<file path="src/coproc_completion_pkg.sv">
// Package of constants for the coprocessor completion signalling block
package coproc_completion_pkg;

  // ----------------------------------------------------------------------
  // Exception cause codes
  // ----------------------------------------------------------------------
  localparam logic [4:0] CAUSE_RESERVED_INSTR = 5'h0A;
  localparam logic [4:0] CAUSE_FLOATING_POINT = 5'h0F;
  localparam logic [4:0] CAUSE_IMPL_A         = 5'h10;
  localparam logic [4:0] CAUSE_IMPL_B         = 5'h11;
  localparam logic [4:0] CAUSE_COPROC2        = 5'h12;

  // ----------------------------------------------------------------------
  // Kill codes
  // ----------------------------------------------------------------------
  localparam logic [1:0] KILL_NONE      = 2'h0;
  localparam logic [1:0] KILL_OTHER     = 2'h2;
  localparam logic [1:0] KILL_OWN_EXC   = 2'h3;

  // ----------------------------------------------------------------------
  // Register map (APB byte addresses)
  // ----------------------------------------------------------------------
  localparam logic [7:0] ADDR_CONTROL   = 8'h00;
  localparam logic [7:0] ADDR_STATUS    = 8'h04;
  localparam logic [7:0] ADDR_IRQ_STAT  = 8'h08;
  localparam logic [7:0] ADDR_IRQ_MASK  = 8'h0C;
  localparam logic [7:0] ADDR_CAUSE     = 8'h10;

  // Control fields
  localparam int CTRL_SOFT_RESET = 0;
  localparam int CTRL_SLEEP_REQ  = 1;

  // Interrupt status fields
  localparam int IRQ_EXC0     = 0;
  localparam int IRQ_EXC1     = 1;
  localparam int IRQ_BADCAUSE = 2;
  localparam int IRQ_RI_TX64  = 3;
  localparam int IRQ_WIDTH    = 4;

  // Reset values
  localparam logic [IRQ_WIDTH-1:0] IRQ_MASK_RESET = 4'h0;

endpackage : coproc_completion_pkg

</file>
<file path="src/coproc_completion_signalling.sv">
// Top of the coprocessor completion signalling block, with APB registers
//
// Functional notes
// - Cause codes sampled with strobe and flag.
// - Nullify strobe marks valid nullify indication.
// - Nullify flag high means instruction nullified.
// - Pipe 1 nullifies arithmetic instructions only.
// - Kill code 00 means commit allowed.
// - Kill 10 other reason, 11 own exception.
// - Reset pulses coprocessor reset one cycle.
// - Sleep only while coprocessor idle; granted regardless of idle when no coprocessor strap is set.
// - Narrow strap makes 64-bit transfers reserved.
//
// The implementer's own choices: the register offsets and register access over APB.
`timescale 1ns/1ps
module coproc_completion_signalling (
  // Clock and reset
  input  wire logic        sys_clk,
  input  wire logic        reset,
  input  wire logic        clk_en,
  // APB slave
  input  wire logic        psel,
  input  wire logic        penable,
  input  wire logic        pwrite,
  input  wire logic [7:0]  paddr,
  input  wire logic [31:0] pwdata,
  output logic             pready,
  output logic             pslverr,
  output logic [31:0]      prdata,
  // Core pipeline verdicts, pipe 0
  input  wire logic        done_valid_pipe0,
  input  wire logic        done_nullify_pipe0,
  input  wire logic        done_killed_pipe0,
  input  wire logic        done_is_transfer_pipe0,
  input  wire logic        done_wide_transfer_pipe0,
  // Core pipeline verdicts, pipe 1
  input  wire logic        done_valid_pipe1,
  input  wire logic        done_nullify_pipe1,
  input  wire logic        done_killed_pipe1,
  input  wire logic        done_is_transfer_pipe1,
  // Exceptions from coprocessor
  input  wire logic        exception_strobe_pipe0,
  input  wire logic        exception_flag_pipe0,
  input  wire logic [4:0]  exception_cause_pipe0,
  input  wire logic        exception_strobe_pipe1,
  input  wire logic        exception_flag_pipe1,
  input  wire logic [4:0]  exception_cause_pipe1,
  // Nullify and kill to coprocessor
  output logic             nullify_strobe_pipe0,
  output logic             nullify_flag_pipe0,
  output logic             nullify_strobe_pipe1,
  output logic             nullify_flag_pipe1,
  output logic             kill_strobe_pipe0,
  output logic [1:0]       kill_code_pipe0,
  output logic             kill_strobe_pipe1,
  output logic [1:0]       kill_code_pipe1,
  // Miscellaneous
  output logic             coproc_reset_pulse,
  input  wire logic        fpu_attached_strap,
  input  wire logic        media_unit_attached_strap,
  input  wire logic        second_coproc_attached_strap,
  input  wire logic        coproc_idle,
  input  wire logic        narrow_transfer_only_strap,
  output logic             sleep_granted,
  output logic             reserved_instruction_exception,
  output logic             irq
);

  // ----------------------------------------------------------------------
  // Per-pipe completion
  // ----------------------------------------------------------------------
  logic       exc_event0;
  logic       exc_event1;
  logic       cause_bad0;
  logic       cause_bad1;
  logic [4:0] cause0;
  logic [4:0] cause1;

  // Pipe 1 never nullifies transfers
  wire logic null_ok1 = !done_is_transfer_pipe1;

  coproc_pipe_completion pipe0_u (
    .sys_clk        (sys_clk),
    .reset          (reset),
    .clk_en         (clk_en),
    .done_valid     (done_valid_pipe0),
    .done_nullify   (done_nullify_pipe0),
    .done_killed    (done_killed_pipe0),
    .null_allowed   (1'b1),
    .exc_strobe     (exception_strobe_pipe0),
    .exc_flag       (exception_flag_pipe0),
    .exc_cause      (exception_cause_pipe0),
    .nullify_strobe (nullify_strobe_pipe0),
    .nullify_flag   (nullify_flag_pipe0),
    .kill_strobe    (kill_strobe_pipe0),
    .kill_code      (kill_code_pipe0),
    .exc_event      (exc_event0),
    .cause_bad      (cause_bad0),
    .cause_q        (cause0)
  );

  coproc_pipe_completion pipe1_u (
    .sys_clk        (sys_clk),
    .reset          (reset),
    .clk_en         (clk_en),
    .done_valid     (done_valid_pipe1),
    .done_nullify   (done_nullify_pipe1),
    .done_killed    (done_killed_pipe1),
    .null_allowed   (null_ok1),
    .exc_strobe     (exception_strobe_pipe1),
    .exc_flag       (exception_flag_pipe1),
    .exc_cause      (exception_cause_pipe1),
    .nullify_strobe (nullify_strobe_pipe1),
    .nullify_flag   (nullify_flag_pipe1),
    .kill_strobe    (kill_strobe_pipe1),
    .kill_code      (kill_code_pipe1),
    .exc_event      (exc_event1),
    .cause_bad      (cause_bad1),
    .cause_q        (cause1)
  );

  // ----------------------------------------------------------------------
  // APB decode
  // ----------------------------------------------------------------------
  logic [1:0]                                 ctrl_q;
  logic [coproc_completion_pkg::IRQ_WIDTH-1:0] irq_stat_q;
  logic [coproc_completion_pkg::IRQ_WIDTH-1:0] irq_mask_q;
  logic                                       reset_seen_q;

  wire logic acc   = psel && penable && !pready;
  wire logic wr    = acc && pwrite;
  wire logic rd    = acc && !pwrite;
  wire logic hit_ctrl = paddr == coproc_completion_pkg::ADDR_CONTROL;
  wire logic hit_stat = paddr == coproc_completion_pkg::ADDR_STATUS;
  wire logic hit_irqs = paddr == coproc_completion_pkg::ADDR_IRQ_STAT;
  wire logic hit_mask = paddr == coproc_completion_pkg::ADDR_IRQ_MASK;
  wire logic hit_caus = paddr == coproc_completion_pkg::ADDR_CAUSE;
  wire logic mapped = hit_ctrl || hit_stat || hit_irqs || hit_mask
                   || hit_caus;
  wire logic soft_reset = wr && hit_ctrl
                       && pwdata[coproc_completion_pkg::CTRL_SOFT_RESET];

  // ----------------------------------------------------------------------
  // Sleep, reserved-instruction and status
  // ----------------------------------------------------------------------
  wire logic any_present = fpu_attached_strap || media_unit_attached_strap
                        || second_coproc_attached_strap;
  wire logic sleep_d = ctrl_q[coproc_completion_pkg::CTRL_SLEEP_REQ]
                    && (!any_present || coproc_idle);
  wire logic ri_d = done_valid_pipe0 && done_is_transfer_pipe0
                 && done_wide_transfer_pipe0
                 && narrow_transfer_only_strap;
  wire logic [31:0] status_word = {26'h0000000, sleep_d, coproc_idle,
                                   narrow_transfer_only_strap,
                                   second_coproc_attached_strap,
                                   media_unit_attached_strap,
                                   fpu_attached_strap};
  wire logic [coproc_completion_pkg::IRQ_WIDTH-1:0] events =
    {ri_d, cause_bad0 || cause_bad1, exc_event1, exc_event0};
  wire logic [31:0] rdata_d =
      hit_ctrl ? {30'h00000000, ctrl_q}
    : hit_stat ? status_word
    : hit_irqs ? {28'h0000000, irq_stat_q}
    : hit_mask ? {28'h0000000, irq_mask_q}
    : hit_caus ? {17'h00000, cause1, 5'h00, cause0}
    : 32'h00000000;
  // Set wins over the read-clear so no event is lost
  wire logic [coproc_completion_pkg::IRQ_WIDTH-1:0] stat_d =
    ((rd && hit_irqs) ? '0 : irq_stat_q) | events;

  // ----------------------------------------------------------------------
  // Registers
  // ----------------------------------------------------------------------
  always_ff @(posedge sys_clk) begin
    if (reset) begin
      pready       <= 1'b0;
      pslverr      <= 1'b0;
      prdata       <= 32'h00000000;
      ctrl_q       <= 2'h0;
      irq_stat_q   <= '0;
      irq_mask_q   <= coproc_completion_pkg::IRQ_MASK_RESET;
      irq          <= 1'b0;
      sleep_granted <= 1'b0;
      reserved_instruction_exception <= 1'b0;
      // Kept low in reset so a long reset still yields a one-cycle pulse
      coproc_reset_pulse <= 1'b0;
      reset_seen_q <= 1'b1;
    end else if (clk_en) begin
      pready       <= acc;
      pslverr      <= acc && !mapped;
      prdata       <= rd ? rdata_d : 32'h00000000;
      if (wr && hit_ctrl) begin
        ctrl_q <= {pwdata[coproc_completion_pkg::CTRL_SLEEP_REQ], 1'b0};
      end
      if (wr && hit_mask) begin
        irq_mask_q <= pwdata[coproc_completion_pkg::IRQ_WIDTH-1:0];
      end
      irq_stat_q   <= stat_d;
      irq          <= |(stat_d & irq_mask_q);
      sleep_granted <= sleep_d;
      reserved_instruction_exception <= ri_d;
      // One pulse on the first edge after hard reset, one per soft reset
      coproc_reset_pulse <= reset_seen_q || soft_reset;
      reset_seen_q <= 1'b0;
    end
  end

endmodule // coproc_completion_signalling

</file>
<file path="src/coproc_pipe_completion.sv">
// One issue pipe's nullify, kill and exception completion logic
`timescale 1ns/1ps
module coproc_pipe_completion (
  // Clock and reset
  input  wire logic       sys_clk,
  input  wire logic       reset,
  input  wire logic       clk_en,
  // Core side completion request
  input  wire logic       done_valid,
  input  wire logic       done_nullify,
  input  wire logic       done_killed,
  input  wire logic       null_allowed,
  // Coprocessor exception report
  input  wire logic       exc_strobe,
  input  wire logic       exc_flag,
  input  wire logic [4:0] exc_cause,
  // Outputs to coprocessor
  output logic            nullify_strobe,
  output logic            nullify_flag,
  output logic            kill_strobe,
  output logic [1:0]      kill_code,
  // Exception report to core
  output logic            exc_event,
  output logic            cause_bad,
  output logic [4:0]      cause_q
);

  // ----------------------------------------------------------------------
  // Decode
  // ----------------------------------------------------------------------
  wire logic exc_taken = exc_strobe && exc_flag;
  wire logic cause_ok  =
    (exc_cause == coproc_completion_pkg::CAUSE_RESERVED_INSTR)
    || (exc_cause == coproc_completion_pkg::CAUSE_FLOATING_POINT)
    || (exc_cause == coproc_completion_pkg::CAUSE_IMPL_A)
    || (exc_cause == coproc_completion_pkg::CAUSE_IMPL_B)
    || (exc_cause == coproc_completion_pkg::CAUSE_COPROC2);
  // Remember an own exception until this pipe's kill verdict is given
  logic      exc_pending_q;
  wire logic exc_pending = exc_pending_q || exc_taken;
  wire logic [1:0] kill_d = !done_killed ? coproc_completion_pkg::KILL_NONE
                          : exc_pending  ? coproc_completion_pkg::KILL_OWN_EXC
                          : coproc_completion_pkg::KILL_OTHER;

  // ----------------------------------------------------------------------
  // Registers
  // ----------------------------------------------------------------------
  always_ff @(posedge sys_clk) begin
    if (reset) begin
      nullify_strobe <= 1'b0;
      nullify_flag   <= 1'b0;
      kill_strobe    <= 1'b0;
      kill_code      <= coproc_completion_pkg::KILL_NONE;
      exc_event      <= 1'b0;
      cause_bad      <= 1'b0;
      cause_q        <= 5'h00;
      exc_pending_q  <= 1'b0;
    end else if (clk_en) begin
      nullify_strobe <= done_valid && null_allowed;
      nullify_flag   <= done_valid && null_allowed && done_nullify;
      kill_strobe    <= done_valid;
      kill_code      <= done_valid ? kill_d
                                   : coproc_completion_pkg::KILL_NONE;
      exc_event      <= exc_taken;
      cause_bad      <= exc_taken && !cause_ok;
      if (exc_taken) begin
        cause_q <= exc_cause;
      end
      exc_pending_q  <= done_valid ? 1'b0 : exc_pending;
    end
  end

endmodule // coproc_pipe_completion

</file>
<file path="config.mk">
export PLATFORM = sky130hd
export DESIGN_NAME = coproc_completion_signalling
export DESIGN_NICKNAME = d
export VERILOG_FILES = /design/src/coproc_completion_pkg.sv /design/src/coproc_completion_signalling.sv /design/src/coproc_pipe_completion.sv
export SDC_FILE = /design/constraint.sdc
export NUM_CORES = 1
export LEC_CHECK = 0
export ABC_AREA = 1
export BUFFER_PORTS_ARGS = -buffer_cell sky130_fd_sc_hd__buf_2
export CORE_MARGIN = 4
export CORE_UTILIZATION = 41
export DETAILED_ROUTE_END_ITERATION = 8
export GPL_TIMING_DRIVEN = 0
export PLACE_DENSITY = 0.76
export SYNTH_ARGS = -nofsm -noshare
export SYNTH_HDL_FRONTEND = slang
export SYNTH_SLANG_ARGS = --single-unit
</file>
<file path="constraint.sdc">
create_clock -name sys_clk -period 1.2 [get_ports sys_clk]
set_clock_uncertainty 0.05 [all_clocks]
set_input_delay 0.36 -clock sys_clk [delete_from_list [all_inputs] [get_ports sys_clk]]
set_output_delay 0.36 -clock sys_clk [all_outputs]
set_load 0.01 [all_outputs]
</file>
; After elaboration in Yosys (flattened, before gate mapping)
; Cells that the tools add are included.
[word_totals]
regBits = 73
input_bits = 74
word_cells = 109
[classes]
n_eq_ne = 14
n_mux = 15
bitwise_logic = 2
reduce_logical = 52
[op_table]
columns = operator, count
row1 = 2-to-1 mux 15 bit, 6
row2 = == test 5 bit (second input constant), 6
row3 = == test 5 x 4 -> 1 bit (second input constant), 4
row4 = logical AND 1 bit, 20
row5 = logical OR 1 bit, 19
row6 = == test 8 x 4 -> 1 bit (second input constant), 2
row7 = == test 8 x 3 -> 1 bit (second input constant), 1
row8 = == test 8 x 5 -> 1 bit (second input constant), 1
row9 = logical NOT 8 bit, 1
row10 = 2-to-1 mux 2 bit, 4
row11 = AND reduction 2 bit, 4
row12 = logical NOT 1 bit, 7
row13 = bitwise AND 4 bit, 1
row14 = 2-to-1 mux 1 bit, 4
row15 = 2-to-1 mux 4 bit, 1
row16 = OR 4 bit, 1
row17 = OR reduction 4 bit, 1

; Longest topological paths before layout
[depth]
depth_word = 8
mapped_depth = 11
mapped_depth_nobuf = 11

; Hierarchy
; From an unflattened synthesis, not the netlist that was laid out.
[unflattened]
cells_unflattened = 382
hier_area_um2 = 2631.3
[by_module_without_submodules]
columns = mod, instances, cells_each, area_per_inst_um2
row1 = coproc_completion_signalling, 1, 238, 1585.3
row2 = coproc_pipe_completion, 2, 72, 523.0

; Worst setup path before layout
; No wires, ideal clock.
[synth_timing]
path_kind = input-to-reg
start = in paddr[0]
end = reg prdata[4]
setup_time_ps = 70
arrival_time_ps = 1150
path_slack_ps = -71
cell_stages = 7
cell_sequence = inv_1 > nand2_4 > nor2_1 > nand3_1 > o21ai_0 > nand3_1 > a21oi_1
[synth_between]
elab_chain_cells = 7
[synth_lines]
columns = element, line_no
row1 = from (decl), coproc_completion_signalling.sv:25  ; input wire logic [7:0] paddr,
row2 = == test 8 x 5 -> 1 bit, coproc_completion_signalling.sv:137  ; wire logic hit_caus = paddr == coproc_completion_pkg::ADDR_CAUSE;
row3 = 2-to-1 mux 15 bit, coproc_completion_signalling.sv:165  ; : hit_caus ? {17'h00000, cause1, 5'h00, cause0}
row4 = 2-to-1 mux 15 bit, coproc_completion_signalling.sv:164  ; : hit_mask ? {28'h0000000, irq_mask_q}
row5 = 2-to-1 mux 15 bit, coproc_completion_signalling.sv:163  ; : hit_irqs ? {28'h0000000, irq_stat_q}
row6 = 2-to-1 mux 15 bit, coproc_completion_signalling.sv:162  ; : hit_stat ? status_word
row7 = 2-to-1 mux 15 bit *, coproc_completion_signalling.sv:161  ; hit_ctrl ? {30'h00000000, ctrl_q}
row8 = 2-to-1 mux 15 bit *, coproc_completion_signalling.sv:191  ; prdata <= rd ? rdata_d : 32'h00000000;
row9 = to (signal assigned), coproc_completion_signalling.sv:191
row10 = to (decl), coproc_completion_signalling.sv:29  ; output logic [31:0] prdata,
; Every way passes the cells marked *; elsewhere a longest branch is shown, timed or not.
; A chain may end at the register's enable or synchronous reset.

; Worst setup path after layout
[layout_timing]
start = reg pready
end = reg prdata[11]
[layout_between]
elab_chain_cells = 4
[layout_lines]
columns = element, line_no
row1 = from (decl), coproc_completion_signalling.sv:27  ; output logic pready,
row2 = from (signal assigned), coproc_completion_signalling.sv:176  ; pready <= 1'b0;
row3 = from (signal assigned), coproc_completion_signalling.sv:189  ; pready <= acc;
row4 = logical NOT 1 bit, coproc_completion_signalling.sv:130  ; wire logic acc = psel && penable && !pready;
row5 = logical AND 1 bit, coproc_completion_signalling.sv:130
row6 = logical AND 1 bit, coproc_completion_signalling.sv:132  ; wire logic rd = acc && !pwrite;
row7 = 2-to-1 mux 15 bit, coproc_completion_signalling.sv:191
; Every way passes these cells.

==> run metrics <==
Yosys reg bits=52; CTS root buffer=clkbuf_8; Synth top area share=42.1%; Final WS setup=-0.109 ns; Final Wtd Congestion=0.871; GR Overflow Total=0; post-synthesis sequential area ratio=42.1%; Unique masters post-synth=25; period utilization=109%; final core occ=56.4%; vias in the first global route=2320; yosys warns=0; largest cells by area after synthesis=dfxtp_1 (42%), nand2_1 (12%), a21oi_1 (7.3%); area share of fa/ha/maj cells after synthesis=0%; largest family of logic cells by synthesized area=simple AND/OR/NAND/NOR gates; status=finished, violations left; TritonRoute pass-1 iters=4; antenna-violating nets left=0; GRT Util Overall=17.2%; worst vdd ir=0.000456 V; TritonCTS clock tree=yes; critical path class=flip-flop to flip-flop; Final Critical Period=1.31 ns; EDFF count, synth=0; global-route wire length before repair=10200 um; IO buf count=71; top achievable clock speed=764 MHz; worst min-delay path startpoint=done_nullify_pipe0; setup TNS=-1.31 ns; max cap viols=0; clock latency on the worst-skew pair=0.30 ns; Routed WL=6420 um; CP required=1.38 ns; Net count, final=536; Core Rows=28; WP data arrival=1.49 ns; Via Count=2555; wire length per cell=12.0 um; ys flop type=dfxtp_1; placed cell areas=0.00305 mm2; Avg Cell Area, Syn=6.95 um2; Initial Utilization=42.0%; CTS buffer count=5; io pins=122; largest net degree at the start of global routing=15; crit start category=flip-flop; post-synthesis mux area share=0%; Rel. slew slack=63.3%; Die H=85.7 um; worst slew pin tran=0.551 ns; width of the die=85.7 um; worst setup path startpoint=pready; hold_buf cts=0; most common cell in the netlist=nand2_1; Layout area overhead=34.1%; Detailed Place HPWL=5050 um; number of DRC markers in iteration 0=156; CP max FO=5; final hold violations=0; Hold Path Class=primary input to flip-flop; share of layout cells above drive strength 1=35.9%; CP endpoint kind=flip-flop; CTS Buffer Depth=2; Post-Syn Area=0.00247 mm2; Pwr per Cell Area=987 mW/mm2; failing checks=setup timing; die area=0.00734 mm2; DP Worst Slack=-0.368 ns; initial antenna violation count=0; Post-Synth Simple-Gate Area=29.5%; Reg clk slew, reported paths=0.09 ns; async set-reset flop share out of synthesis=0%; cell area after layout=0.00332 mm2; H-tree depth=2; Synth area leader=dfxtp_1; Synth Area in XOR/XNOR=0%; Antenna Cells=0; Remaining DRCs=0; vias per std cell=4.76; # setup viols final=22; core area=0.00589 mm2; Post-synth top cells=nand2_1 (78), dfxtp_1 (52), nor2_1 (41), a21oi_1 (36), inv_1 (34); cell count after synthesis=356; compound-cell area share of the yosys netlist=14.4%; clk sinks=52; Leak=1.61 nW; Reg-to-Reg Start=pready; RSZ-0062 raised after global routing=true; fin. max-slew vios=0
==> through the flow <==
stage,total power [W],hold slack (ns),std cells
after global placement,0.00231,0.398,522
after global routing,0.00342,0.247,537
after detailed placement,0.00232,0.404,522
after CTS,0.00326,0.242,534
after floorplan,0.00215,0.374,376
final,0.00328,0.241,537
==> per-layer routing <==
metal / wire length, um / vias to the layer above / GRT usage [%] / share of wire (%)
met5: 0 / - / 0 / 0
met4: 46 / 0 / 4.75 / 0.72
met3: 452 / 7 / 4.32 / 7.0
met2: 3200 / 76 / 29.4 / 50
met1: 2730 / 1155 / 21.4 / 42
li1: - / 1317 / - / -
==> critical path: stages, from the launching register on <==
cell and delay, ns:
dfxtp_2 0.33, inv_2 0.06, nand3_4 0.08, nor2_4 0.12, inv_2 0.05, nor2_4 0.12
inv_2 0.07, nor2_4 0.14, nand3_1 0.09, a21oi_1 0.12
==> state kept, by name, summed over array words and instances (netlist names), 2 cells and up <==
name,flops
pipe0_u.kill_code,2
irq_stat_q,4
irq_mask_q,4
pipe0_u.cause_q,5
pipe1_u.kill_code,2
pipe1_u.cause_q,5
prdata,11
==> cell type report <==
type	instances	area (um2)
buffer	32	214
clock buffer	6	72.6
clock inverter	1	5.00
fill	588	2570
inverter	37	139
multi-input combinational	255	1240
sequential	52	1070
tap	75	93.8
timing repair buffer	79	478
==> report_power, final <==
part | internal [W] | switching [W]
clock | 0.000398 | 0.000540
combinational | 0.000224 | 0.000295
sequential | 0.00179 | 0.0000334
==> cells in the final DEF (no fill, tap or decap), types with 6 or more instances in the layout <==
cell,n
a21oi_1,34
buf_2,61
buf_4,30
buf_6,11
conb_1,21
dfxtp_1,27
dfxtp_2,25
inv_1,30
inv_2,7
nand2_1,71
nand3_1,17
nand4_1,7
nor2_1,39
nor2_4,6
nor3_1,9
o21ai_0,22
==> worst paths after layout <==
path / cells after the start / slack [ns] / to
worst max register to register: 9 / -0.11 / prdata[11]
worst min register to register: 2 / 0.41 / prdata[14]
worst min-delay path: 3 / 0.24 / pipe0_u.nullify_flag
worst max-delay path: 9 / -0.11 / prdata[11]
==> kinds of logic (layout without fill, tap and decap cells) <==
| kind of cell | count (synthesis) | after routing |
|---|---|---|
| compound gates | 68 | 68 |
| buf+inv | 69 | 155 |
| flops | 52 | 52 |
| other cells | 1 | 21 |
| simple gates | 166 | 166 |
==> what timing repair did <==
action	in CTS	in global routing
pin swaps	3	4
gates cloned	0	0
buffers inserted	5	3
endpoints found under the setup margin	34	66
gates resized for setup	14	36
No activity file was read; power rests on OpenSTA's default activity.
